<file path="config.mk">
export PLATFORM = sky130hd
export DESIGN_NAME = ubt_core
export DESIGN_NICKNAME = d
export VERILOG_FILES = /design/src/ubt_pkg.sv /design/src/ubt_core.sv
export SDC_FILE = /design/constraint.sdc
export NUM_CORES = 1
export LEC_CHECK = 0
export ABC_AREA = 1
export BUFFER_PORTS_ARGS = -buffer_cell sky130_fd_sc_hd__buf_2
export CORE_MARGIN = 4
export CORE_UTILIZATION = 30
export CTS_BUF_LIST = sky130_fd_sc_hd__clkbuf_4 sky130_fd_sc_hd__clkbuf_8
export DETAILED_ROUTE_END_ITERATION = 8
export GPL_TIMING_DRIVEN = 0
export PLACE_DENSITY = 0.57
export RECOVER_POWER = 100
export SLEW_MARGIN = 30
export SYNTH_ARGS = -nofsm -noshare
export SYNTH_HDL_FRONTEND = slang
export SYNTH_SLANG_ARGS = --single-unit
</file>
<file path="constraint.sdc">
create_clock -name core_clk_in -period 2.2 [get_ports core_clk_in]
set_input_delay 0.11 -clock core_clk_in [delete_from_list [all_inputs] [get_ports core_clk_in]]
set_output_delay 0.11 -clock core_clk_in [all_outputs]
set_load 0.03 [all_outputs]
</file>
<file path="src/ubt_pkg.sv">
package ubt_pkg;

  localparam int ADDR_W = 8;
  localparam int DATA_W = 32;

  // Register byte offsets
  localparam logic [7:0] OFS_MODE   = 8'h00;
  localparam logic [7:0] OFS_CTRL   = 8'h04;
  localparam logic [7:0] OFS_STATUS = 8'h08;
  localparam logic [7:0] OFS_RHOLD  = 8'h18;
  localparam logic [7:0] OFS_THOLD  = 8'h1C;
  localparam logic [7:0] OFS_BAUD   = 8'h20;
  localparam logic [7:0] OFS_RTO    = 8'h24;
  localparam logic [7:0] OFS_GUARD  = 8'h28;
  localparam logic [7:0] OFS_RATIO  = 8'h40;
  localparam logic [7:0] OFS_ERRCNT = 8'h44;
  localparam logic [7:0] OFS_IRF    = 8'h4C;

  // Field widths and positions
  localparam int CHR_W   = 9;
  localparam int SYNH_B  = 15;
  localparam int CD_W    = 16;
  localparam int FP_LSB  = 16;
  localparam int FP_W    = 3;
  localparam int TO_W    = 16;
  localparam int TG_W    = 8;
  localparam int RATIO_W = 11;
  localparam int ERR_W   = 8;
  localparam int IRF_W   = 8;
  localparam int OS_W    = 4;

  // Mode, control and status bits
  localparam int MODE_SYNC_B = 0;
  localparam int MODE_OVER_B = 1;
  localparam int MODE_SC_B   = 2;
  localparam int CTRL_STTO_B = 0;
  localparam int STAT_RXRDY_B = 0;
  localparam int STAT_TRANSMITTER_READY_FLAG_B = 1;
  localparam int STAT_TOUT_B  = 8;

  // Reset values and counts
  localparam logic [RATIO_W-1:0] RATIO_RST = 11'h174;
  localparam logic [OS_W-1:0]    OS16_LAST = 4'hF;
  localparam logic [OS_W-1:0]    OS8_LAST  = 4'h7;
  localparam logic [ERR_W-1:0]   ERR_MAX   = 8'hFF;

  typedef enum logic [2:0] {
    TX_IDLE  = 3'b001,
    TX_SEND  = 3'b010,
    TX_GUARD = 3'b100
  } ubt_tx_state_t;

endpackage
</file>
<file path="src/ubt_core.sv">
`timescale 1ns/1ps
`default_nettype none

module ubt_core
  import ubt_pkg::*;
(
  input  wire logic              core_clk_in,
  input  wire logic              sys_rst_in,
  input  wire logic [ADDR_W-1:0] reg_addr_in,
  input  wire logic [DATA_W-1:0] reg_wdata_in,
  input  wire logic              reg_wr_in,
  input  wire logic              reg_rd_in,
  output logic      [DATA_W-1:0] reg_rdata_out,
  input  wire logic              rx_valid_in,
  input  wire logic [CHR_W-1:0]  rx_char_in,
  input  wire logic              rx_command_in,
  input  wire logic              tx_done_in,
  input  wire logic              sck_in,
  input  wire logic              sc_error_in,
  output logic                   tx_load_out,
  output logic      [CHR_W-1:0]  tx_char_out,
  output logic                   tx_command_out,
  output logic                   bit_tick_out,
  output logic                   sample_tick_out,
  output logic      [IRF_W-1:0]  irda_filter_out
);

  ////////////////////////////////////////////////////////////////////////////
  // Helpers
  // High on the tick that completes a count of val; val of zero never fires
  function automatic logic last_tick(input logic [15:0] cnt,
                                     input logic [15:0] val);
    last_tick = (val != 16'h0000) && (cnt == val - 16'h0001);
  endfunction

  ////////////////////////////////////////////////////////////////////////////
  // Register state
  logic [2:0]          mode_q;
  logic [CD_W-1:0]     clock_divider_q;
  logic [FP_W-1:0]     fractional_part_q;
  logic [TO_W-1:0]     rx_timeout_value_q;
  logic [TG_W-1:0]     guard_time_value_q;
  logic [RATIO_W-1:0]  smartcard_clock_ratio_value_q;
  logic [ERR_W-1:0]    error_count_q;
  logic [ERR_W-1:0]    error_count_d;
  logic [IRF_W-1:0]    irda_filter_q;
  logic [CHR_W-1:0]    rx_char_q;
  logic                received_command_flag_q;
  logic                rx_ready_q;
  logic                rx_ready_d;
  logic [CHR_W-1:0]    transmit_character_q;
  logic                transmit_command_flag_q;
  logic                hold_full_q;
  logic                hold_full_d;
  logic [DATA_W-1:0]   rd_mux;
  logic [DATA_W-1:0]   rdata_q;
  wire wr_mode   = reg_wr_in && (reg_addr_in == OFS_MODE);
  wire wr_ctrl   = reg_wr_in && (reg_addr_in == OFS_CTRL);
  wire wr_thold  = reg_wr_in && (reg_addr_in == OFS_THOLD);
  wire wr_baud   = reg_wr_in && (reg_addr_in == OFS_BAUD);
  wire wr_rto    = reg_wr_in && (reg_addr_in == OFS_RTO);
  wire wr_guard  = reg_wr_in && (reg_addr_in == OFS_GUARD);
  wire wr_ratio  = reg_wr_in && (reg_addr_in == OFS_RATIO);
  wire wr_irf    = reg_wr_in && (reg_addr_in == OFS_IRF);
  wire rd_rhold  = reg_rd_in && (reg_addr_in == OFS_RHOLD);
  wire rd_errcnt = reg_rd_in && (reg_addr_in == OFS_ERRCNT);
  wire start_cmd = wr_ctrl && reg_wdata_in[CTRL_STTO_B];
  wire mode_sync = mode_q[MODE_SYNC_B];
  wire mode_over = mode_q[MODE_OVER_B];
  wire mode_sc   = mode_q[MODE_SC_B];
  ////////////////////////////////////////////////////////////////////////////
  // Baud rate generator
  logic [CD_W-1:0]    div_cnt_q;
  logic               extra_q;
  logic [FP_W-1:0]    frac_acc_q;
  logic [OS_W-1:0]    os_cnt_q;
  logic [RATIO_W-1:0] ratio_cnt_q;
  logic               sck_prev_q;
  logic               bit_tick_q;
  logic               sample_tick_q;
  wire baud_on = clock_divider_q != '0;
  wire div_end = baud_on &&
                 (div_cnt_q == (extra_q ? clock_divider_q
                                        : clock_divider_q - 16'h0001));
  wire [CD_W-1:0] div_cnt_d = div_end ? '0 : div_cnt_q + 16'h0001;
  wire [FP_W:0] frac_sum = {1'b0, frac_acc_q} + {1'b0, fractional_part_q};
  wire          extra_d  = frac_sum[FP_W] && !mode_sync;
  wire [OS_W-1:0] os_last  = mode_over ? OS8_LAST : OS16_LAST;
  wire            os_wrap  = os_cnt_q == os_last;
  wire            async_end = div_end && os_wrap;
  wire [OS_W-1:0] os_cnt_d = os_wrap ? '0 : os_cnt_q + 4'h1;
  wire sck_rise = sck_in && !sck_prev_q;
  wire sc_end   = sck_rise &&
                  last_tick({5'h00, ratio_cnt_q},
                            {5'h00, smartcard_clock_ratio_value_q});
  wire ratio_on = smartcard_clock_ratio_value_q != '0;
  wire [RATIO_W-1:0] ratio_cnt_d = sc_end ? '0 : ratio_cnt_q + 11'h001;
  wire bit_tick_d = mode_sc   ? sc_end   :
                    mode_sync ? div_end  : async_end;
  wire samp_d     = mode_sc   ? sc_end   : div_end;
  // Restart on a new setting, or a count above a smaller divider runs the full range
  always_ff @(posedge core_clk_in) begin
    if (sys_rst_in || !baud_on || wr_baud || wr_mode) begin
      div_cnt_q  <= '0;
      extra_q    <= 1'b0;
      frac_acc_q <= '0;
      os_cnt_q   <= '0;
    end else if (div_end) begin
      div_cnt_q  <= div_cnt_d;
      extra_q    <= extra_d;
      frac_acc_q <= frac_sum[FP_W-1:0];
      os_cnt_q   <= os_cnt_d;
    end else begin
      div_cnt_q  <= div_cnt_d;
    end
  end

  always_ff @(posedge core_clk_in) begin
    if (sys_rst_in || !ratio_on || wr_ratio) begin
      ratio_cnt_q <= '0;
    end else if (sck_rise) begin
      ratio_cnt_q <= ratio_cnt_d;
    end
  end

  always_ff @(posedge core_clk_in) begin
    if (sys_rst_in) begin
      sck_prev_q    <= 1'b0;
      bit_tick_q    <= 1'b0;
      sample_tick_q <= 1'b0;
    end else begin
      sck_prev_q    <= sck_in;
      bit_tick_q    <= bit_tick_d;
      sample_tick_q <= samp_d;
    end
  end

  ////////////////////////////////////////////////////////////////////////////
  // Transmit holding and timeguard
  ubt_tx_state_t     tx_state_q;
  ubt_tx_state_t     tx_state_d;
  logic [TG_W-1:0]   guard_cnt_q;
  logic              tx_load_q;
  logic [CHR_W-1:0]  tx_char_q;
  logic              tx_cmd_q;
  wire guard_done = bit_tick_d &&
                    last_tick({8'h00, guard_cnt_q}, {8'h00, guard_time_value_q});
  wire tx_load_d  = (tx_state_q == TX_IDLE) && hold_full_q;
  always_comb begin
    tx_state_d = tx_state_q;
    case (tx_state_q)
      TX_IDLE: begin
        if (hold_full_q) begin
          tx_state_d = TX_SEND;
        end
      end
      TX_SEND: begin
        if (tx_done_in) begin
          tx_state_d = (guard_time_value_q == '0) ? TX_IDLE : TX_GUARD;
        end
      end
      TX_GUARD: begin
        if (guard_done || guard_time_value_q == '0) begin
          tx_state_d = TX_IDLE;
        end
      end
      default: begin
        tx_state_d = TX_IDLE;
      end
    endcase
  end

  // ready mirrors holding
  // A write while full replaces the waiting character; set beats load
  assign hold_full_d = wr_thold ? 1'b1 : (tx_load_d ? 1'b0 : hold_full_q);
  always_ff @(posedge core_clk_in) begin
    if (sys_rst_in || tx_state_q != TX_GUARD) begin
      guard_cnt_q <= '0;
    end else if (bit_tick_d) begin
      guard_cnt_q <= guard_cnt_q + 8'h01;
    end
  end

  always_ff @(posedge core_clk_in) begin
    if (sys_rst_in) begin
      tx_state_q  <= TX_IDLE;
      hold_full_q <= 1'b0;
      tx_load_q   <= 1'b0;
      tx_char_q   <= '0;
      tx_cmd_q    <= 1'b0;
    end else begin
      tx_state_q  <= tx_state_d;
      hold_full_q <= hold_full_d;
      tx_load_q   <= tx_load_d;
      if (tx_load_d) begin
        tx_char_q <= transmit_character_q;
        tx_cmd_q  <= transmit_command_flag_q;
      end
    end
  end

  ////////////////////////////////////////////////////////////////////////////
  // Receiver time-out
  logic [TO_W-1:0] to_cnt_q;
  logic            to_armed_q;
  logic            to_flag_q;
  wire to_hit = to_armed_q && bit_tick_d && last_tick(to_cnt_q, rx_timeout_value_q);
  wire to_off = rx_timeout_value_q == '0;
  always_ff @(posedge core_clk_in) begin
    if (sys_rst_in || start_cmd || rx_valid_in || !to_armed_q) begin
      to_cnt_q <= '0;
    end else if (bit_tick_d) begin
      to_cnt_q <= to_cnt_q + 16'h0001;
    end
  end

  // flag after delay
  // Expiry in the cycle of a start command still sets the flag
  always_ff @(posedge core_clk_in) begin
    if (sys_rst_in || to_off) begin
      to_armed_q <= 1'b0;
      to_flag_q  <= 1'b0;
    end else begin
      to_armed_q <= start_cmd || (to_armed_q && !to_hit);
      to_flag_q  <= to_hit || (to_flag_q && !start_cmd);
    end
  end

  ////////////////////////////////////////////////////////////////////////////
  // Receive holding and error count
  // Arrival beats clear on the same cycle
  assign rx_ready_d = rx_valid_in || (rx_ready_q && !rd_rhold);
  always_comb begin
    if (rd_errcnt) begin
      error_count_d = sc_error_in ? 8'h01 : '0;
    end else if (sc_error_in && error_count_q != ERR_MAX) begin
      error_count_d = error_count_q + 8'h01;
    end else begin
      error_count_d = error_count_q;
    end
  end

  always_ff @(posedge core_clk_in) begin
    if (sys_rst_in) begin
      rx_char_q               <= '0;
      received_command_flag_q <= 1'b0;
      rx_ready_q              <= 1'b0;
      error_count_q           <= '0;
    end else begin
      rx_ready_q    <= rx_ready_d;
      error_count_q <= error_count_d;
      if (rx_valid_in) begin
        rx_char_q               <= rx_char_in;
        received_command_flag_q <= rx_command_in;
      end
    end
  end

  ////////////////////////////////////////////////////////////////////////////
  // Configuration writes
  always_ff @(posedge core_clk_in) begin
    if (sys_rst_in) begin
      mode_q                        <= '0;
      clock_divider_q               <= '0;
      fractional_part_q             <= '0;
      rx_timeout_value_q            <= '0;
      guard_time_value_q            <= '0;
      smartcard_clock_ratio_value_q <= RATIO_RST;
      irda_filter_q                 <= '0;
      transmit_character_q          <= '0;
      transmit_command_flag_q       <= 1'b0;
    end else begin
      if (wr_mode) begin
        mode_q <= reg_wdata_in[2:0];
      end
      if (wr_baud) begin
        clock_divider_q   <= reg_wdata_in[CD_W-1:0];
        fractional_part_q <= reg_wdata_in[FP_LSB+FP_W-1:FP_LSB];
      end
      if (wr_rto) begin
        rx_timeout_value_q <= reg_wdata_in[TO_W-1:0];
      end
      if (wr_guard) begin
        guard_time_value_q <= reg_wdata_in[TG_W-1:0];
      end
      if (wr_ratio) begin
        smartcard_clock_ratio_value_q <= reg_wdata_in[RATIO_W-1:0];
      end
      if (wr_irf) begin
        irda_filter_q <= reg_wdata_in[IRF_W-1:0];
      end
      if (wr_thold) begin
        transmit_character_q    <= reg_wdata_in[CHR_W-1:0];
        transmit_command_flag_q <= reg_wdata_in[SYNH_B];
      end
    end
  end

  ////////////////////////////////////////////////////////////////////////////
  // Read path; unmapped and write-only offsets read zero
  always_comb begin
    rd_mux = '0;
    if (reg_addr_in == OFS_MODE) begin
      rd_mux[2:0] = mode_q;
    end else if (reg_addr_in == OFS_STATUS) begin
      rd_mux[STAT_RXRDY_B] = rx_ready_q;
      rd_mux[STAT_TRANSMITTER_READY_FLAG_B] = !hold_full_q;
      rd_mux[STAT_TOUT_B]  = to_flag_q;
    end else if (reg_addr_in == OFS_RHOLD) begin
      rd_mux[CHR_W-1:0] = rx_char_q;
      rd_mux[SYNH_B]    = received_command_flag_q;
    end else if (reg_addr_in == OFS_BAUD) begin
      rd_mux[CD_W-1:0]               = clock_divider_q;
      rd_mux[FP_LSB+FP_W-1:FP_LSB]   = fractional_part_q;
    end else if (reg_addr_in == OFS_RTO) begin
      rd_mux[TO_W-1:0] = rx_timeout_value_q;
    end else if (reg_addr_in == OFS_GUARD) begin
      rd_mux[TG_W-1:0] = guard_time_value_q;
    end else if (reg_addr_in == OFS_RATIO) begin
      rd_mux[RATIO_W-1:0] = smartcard_clock_ratio_value_q;
    end else if (reg_addr_in == OFS_ERRCNT) begin
      rd_mux[ERR_W-1:0] = error_count_q;
    end else if (reg_addr_in == OFS_IRF) begin
      rd_mux[IRF_W-1:0] = irda_filter_q;
    end
  end

  // Data stand only in the cycle after the read strobe
  always_ff @(posedge core_clk_in) begin
    if (sys_rst_in) begin
      rdata_q <= '0;
    end else begin
      rdata_q <= reg_rd_in ? rd_mux : '0;
    end
  end

  ////////////////////////////////////////////////////////////////////////////
  // Outputs
  assign reg_rdata_out   = rdata_q;
  assign tx_load_out     = tx_load_q;
  assign tx_char_out     = tx_char_q;
  assign tx_command_out  = tx_cmd_q;
  assign bit_tick_out    = bit_tick_q;
  assign sample_tick_out = sample_tick_q;
  assign irda_filter_out = irda_filter_q;

endmodule

`default_nettype wire

</file>
==> impl_metrics.yaml <==
global_routing:
  grt_max_degree: 20
  antenna_found_initial: 1
  grt_pass1_wl_um: 52500
  grt_overflow: 0
  grtUsageTotal_pct: 18.1
  grt_pass1_vias: 9742
clock_network:
  cts_buffers: 17
  clkLatencyLatePin_ns: 0.50
  clk_pin_slew_ns: 0.11
  numClockSinks: 192
  clock_path_buffers: 2
  root_buffer: "clkbuf_8"
  cts_tree: "done"
  h-tree-depth: 4
hold_path:
  hold_path_class: "in -> reg"
  min_to: "mode_q[1]"
  hold_start: "reg_wdata_in[1]"
  holdPathStages: 3
status:
  status: "finished with violations"
  violations: "negative setup slack"
placed_design:
  hpwl_um: 25800
  preCtsSetupSlack_ns: -0.663
  gp_congestion: 0.920
  place.port_buffers: 83
final_layout:
  fill_cells: 3597
  drive_above_1_share_pct: 14.7
  antenna_cells: 0
  syn2layout_area_growth_pct: 25.6
  final_nets: 1745
yosys:
  synth_common_cells: "nand2_1, nor2_1, inv_1"
  async_reset_ff_share_pct: 0
  synth_seq_cells: 192
  synth_ff_type: "dfxtp_1"
  syn_area_per_cell_um2: 6.87
  yosys.cell_count.top_type: "nand2_1"
  synthCells: 1485
  synth_cell_types: 54
  yosysTopAreaCellShare_pct: 37.7
  synth-seq-area-share_pct: 37.7
  synth_area_leader_cell: "dfxtp_1"
  syn_area_um2: 10200
  synth_edf_count: 0
  yosys_warnings: 0
  yosys-top-cells-area: "dfxtp_1, nand2_1, nor2_1"
pwr:
  p_leak_nw: 5.13
  p_total_mw: 6.67
  powerDensity_nw_per_um2: 521
  vdd_ir_drop_max_mv: 0.373
routing:
  wl_per_cell_um: 16.0
  drt_pass1_iterations: 5
  remaining_drc_errors: 0
  ant_nets: 0
  first_iter_violations: 770
  routed_wl_um: 34100
  vias_per_cell: 4.86
  vias: 10400
sta:
  period_minus_slack_ns: 2.44
  rsz0062_at_grt: "true"
  setup_viol: 55
  finalCritPeriodShare_pct: 111
  maxSlewViolCount: 0
  finClkSkew_ns: 0.0281
  max_freq_mhz: 411
  worst_slack_ns: -0.235
  hold_viol_final: 0
  timing.slew.headroom_pct: 44.9
  worst_slew_pin_slew_ns: 0.827
worst_setup_path:
  critPathKind: "reg -> reg"
  rr_endpoint: "guard_cnt_q[3]"
  r2r_start: "clock_divider_q[1]"
  worstRegToRegCells: 16
  arrival_ns: 2.82
  cp_max_fo: 6
  required_ns: 2.58
  worst_setup_path_start_kind: "flip-flop"
  cp-end-kind: "flip-flop"
  rrSetupSlack_ns: -0.24
floorplanning:
  initial_core_util_pct: 30.4
  dieArea_um2: 37000
  core_area_um2: 33500
  die_h_um: 192
  ioPinCount: 111
  num_rows: 67
  die_w_um: 192
flow_run:
  maxCapViolCount: 0
==> critical path: stages, from the launching register on <==
cell,delay [ns]
dfxtp_4,0.37
buf_4,0.14
nor2_4,0.12
nand3_4,0.17
nor2_8,0.18
nand3b_1,0.10
nand2_2,0.09
inv_1,0.04
nor2_1,0.09
nand2_1,0.10
nor2_4,0.12
nand4_4,0.19
o21ai_4,0.24
buf_6,0.17
nand3_1,0.07
nand2_1,0.07
a21oi_1,0.04
==> cell families after synthesis <==
| group | synth area share, % |
|---|---|
| DFF | 37.7 |
| other | 0.0368 |
| buffers and inverters | 9.76 |
| AOI/OAI and AO/OA | 15.2 |
| xor gates and xnor gates | 6.15 |
| and+or+nand+nor | 29.3 |
| adders and majority gates | 1.79 |
==> flip-flops by register name, summed over array words and instances (netlist names), 3 cells and up <==
name	count
transmit_character_q	9
reg_rdata_out	19
rx_timeout_value_q	16
mode_q	3
ratio_cnt_q	11
div_cnt_q	16
guard_cnt_q	8
rx_char_q	9
clock_divider_q	16
error_count_q	8
smartcard_clock_ratio_value_q	11
irda_filter_out	8
frac_acc_q	3
tx_char_out	9
to_cnt_q	16
os_cnt_q	4
fractional_part_q	3
guard_time_value_q	8
tx_state_q	3
==> layout by cell type (no fill, tap or decap), types with 7 or more instances in the layout <==
cell type      netlist  final
nand2_1            255    240
nor2_1             208    195
inv_1              196    190
dfxtp_1            192    187
o21ai_0            125    115
a21oi_1            115    106
nand3_1            106    100
clkbuf_1            26     69
xor2_1              49     46
buf_2                1     41
buf_4               16     41
dlygate4sd3_1        0     36
nand4_1             24     24
nor3_1              25     23
xnor2_1             20     19
clkbuf_8             0     18
nor2_4               5     17
nor2_2              11     13
nand2_2              4     13
conb_1               1     13
o22ai_1             11     11
ha_1                13     11
a21oi_2              1      9
buf_6                0      9
o21ai_1              2      8
inv_2                7      7
==> through the flow <==
| step | util [%] | area [um2] | cells | TNS, ns | hold WS (ns) |
|---|---|---|---|---|---|
| 2_1_floorplan | - | 10200 | 1497 | 0 | 0.235 |
| 3_3_place_gp | 33.5 | 11200 | 2028 | -28.18 | 0.346 |
| 3_5_place_dp | 33.5 | 11200 | 2028 | -30.85 | 0.353 |
| 4_1_cts | 37.6 | 12600 | 2123 | -6.17 | 0.00836 |
| 5_1_grt | 38.2 | 12800 | 2134 | -17.06 | 0.0200 |
| 6_report | 38.2 | 12800 | 2134 | -8.58 | 0.0445 |
==> cell type report <==
cell class	count	area, um2	area share (%)
Tap cell	448	561	4.37
Inverter	205	787	6.14
Timing Repair Buffer	155	1030	8.02
Clock buffer	18	248	1.93
Buffer	44	249	1.94
Multi-Input combinational cell	1058	5880	45.9
Clock inverter	14	209	1.63
Sequential cell	192	3850	30.1
==> worst max-delay path by stage <==
stage                  startpoint              to  slack (ns)  cells after the start
2_1_floorplan  clock_divider_q[0]     os_cnt_q[3]        0.02                     17
3_3_place_gp   clock_divider_q[1]   div_cnt_q[14]       -0.58                     12
3_5_place_dp   clock_divider_q[1]   div_cnt_q[14]       -0.66                     12
4_1_cts        clock_divider_q[1]  guard_cnt_q[3]       -0.23                     17
5_1_grt        clock_divider_q[1]    to_cnt_q[10]       -0.39                     19
6_report       clock_divider_q[1]  guard_cnt_q[3]       -0.24                     16
==> layer usage <==
metal | track usage [%] | routed length [um] | part of all wire [%] | up-vias
li1 | - | - | - | 5190
met1 | 23.7 | 15100 | 44 | 4840
met2 | 30.8 | 16300 | 48 | 289
met3 | 3.00 | 1870 | 5.5 | 58
met4 | 4.94 | 869 | 2.5 | 0
met5 | 0 | 0 | 0 | -
==> power breakdown <==
group	internal, mW	switching [mW]	leakage (nW)
Clock	1.23	1.49	0.233
Sequential	3.50	0.0175	1.55
Combinational	0.158	0.283	3.34
==> timing repair <==
action | 4_1_cts | 5_1_grt
cloned | 4 | 0
endpoints found under the hold margin | 43 | 0
hold buffers | 36 | 0
endpoints found under the setup margin | 58 | 83
setup buffers | 23 | 11
pin swaps | 27 | 22
resized for setup | 92 | 53
Power figures use the tool's default switching activity.
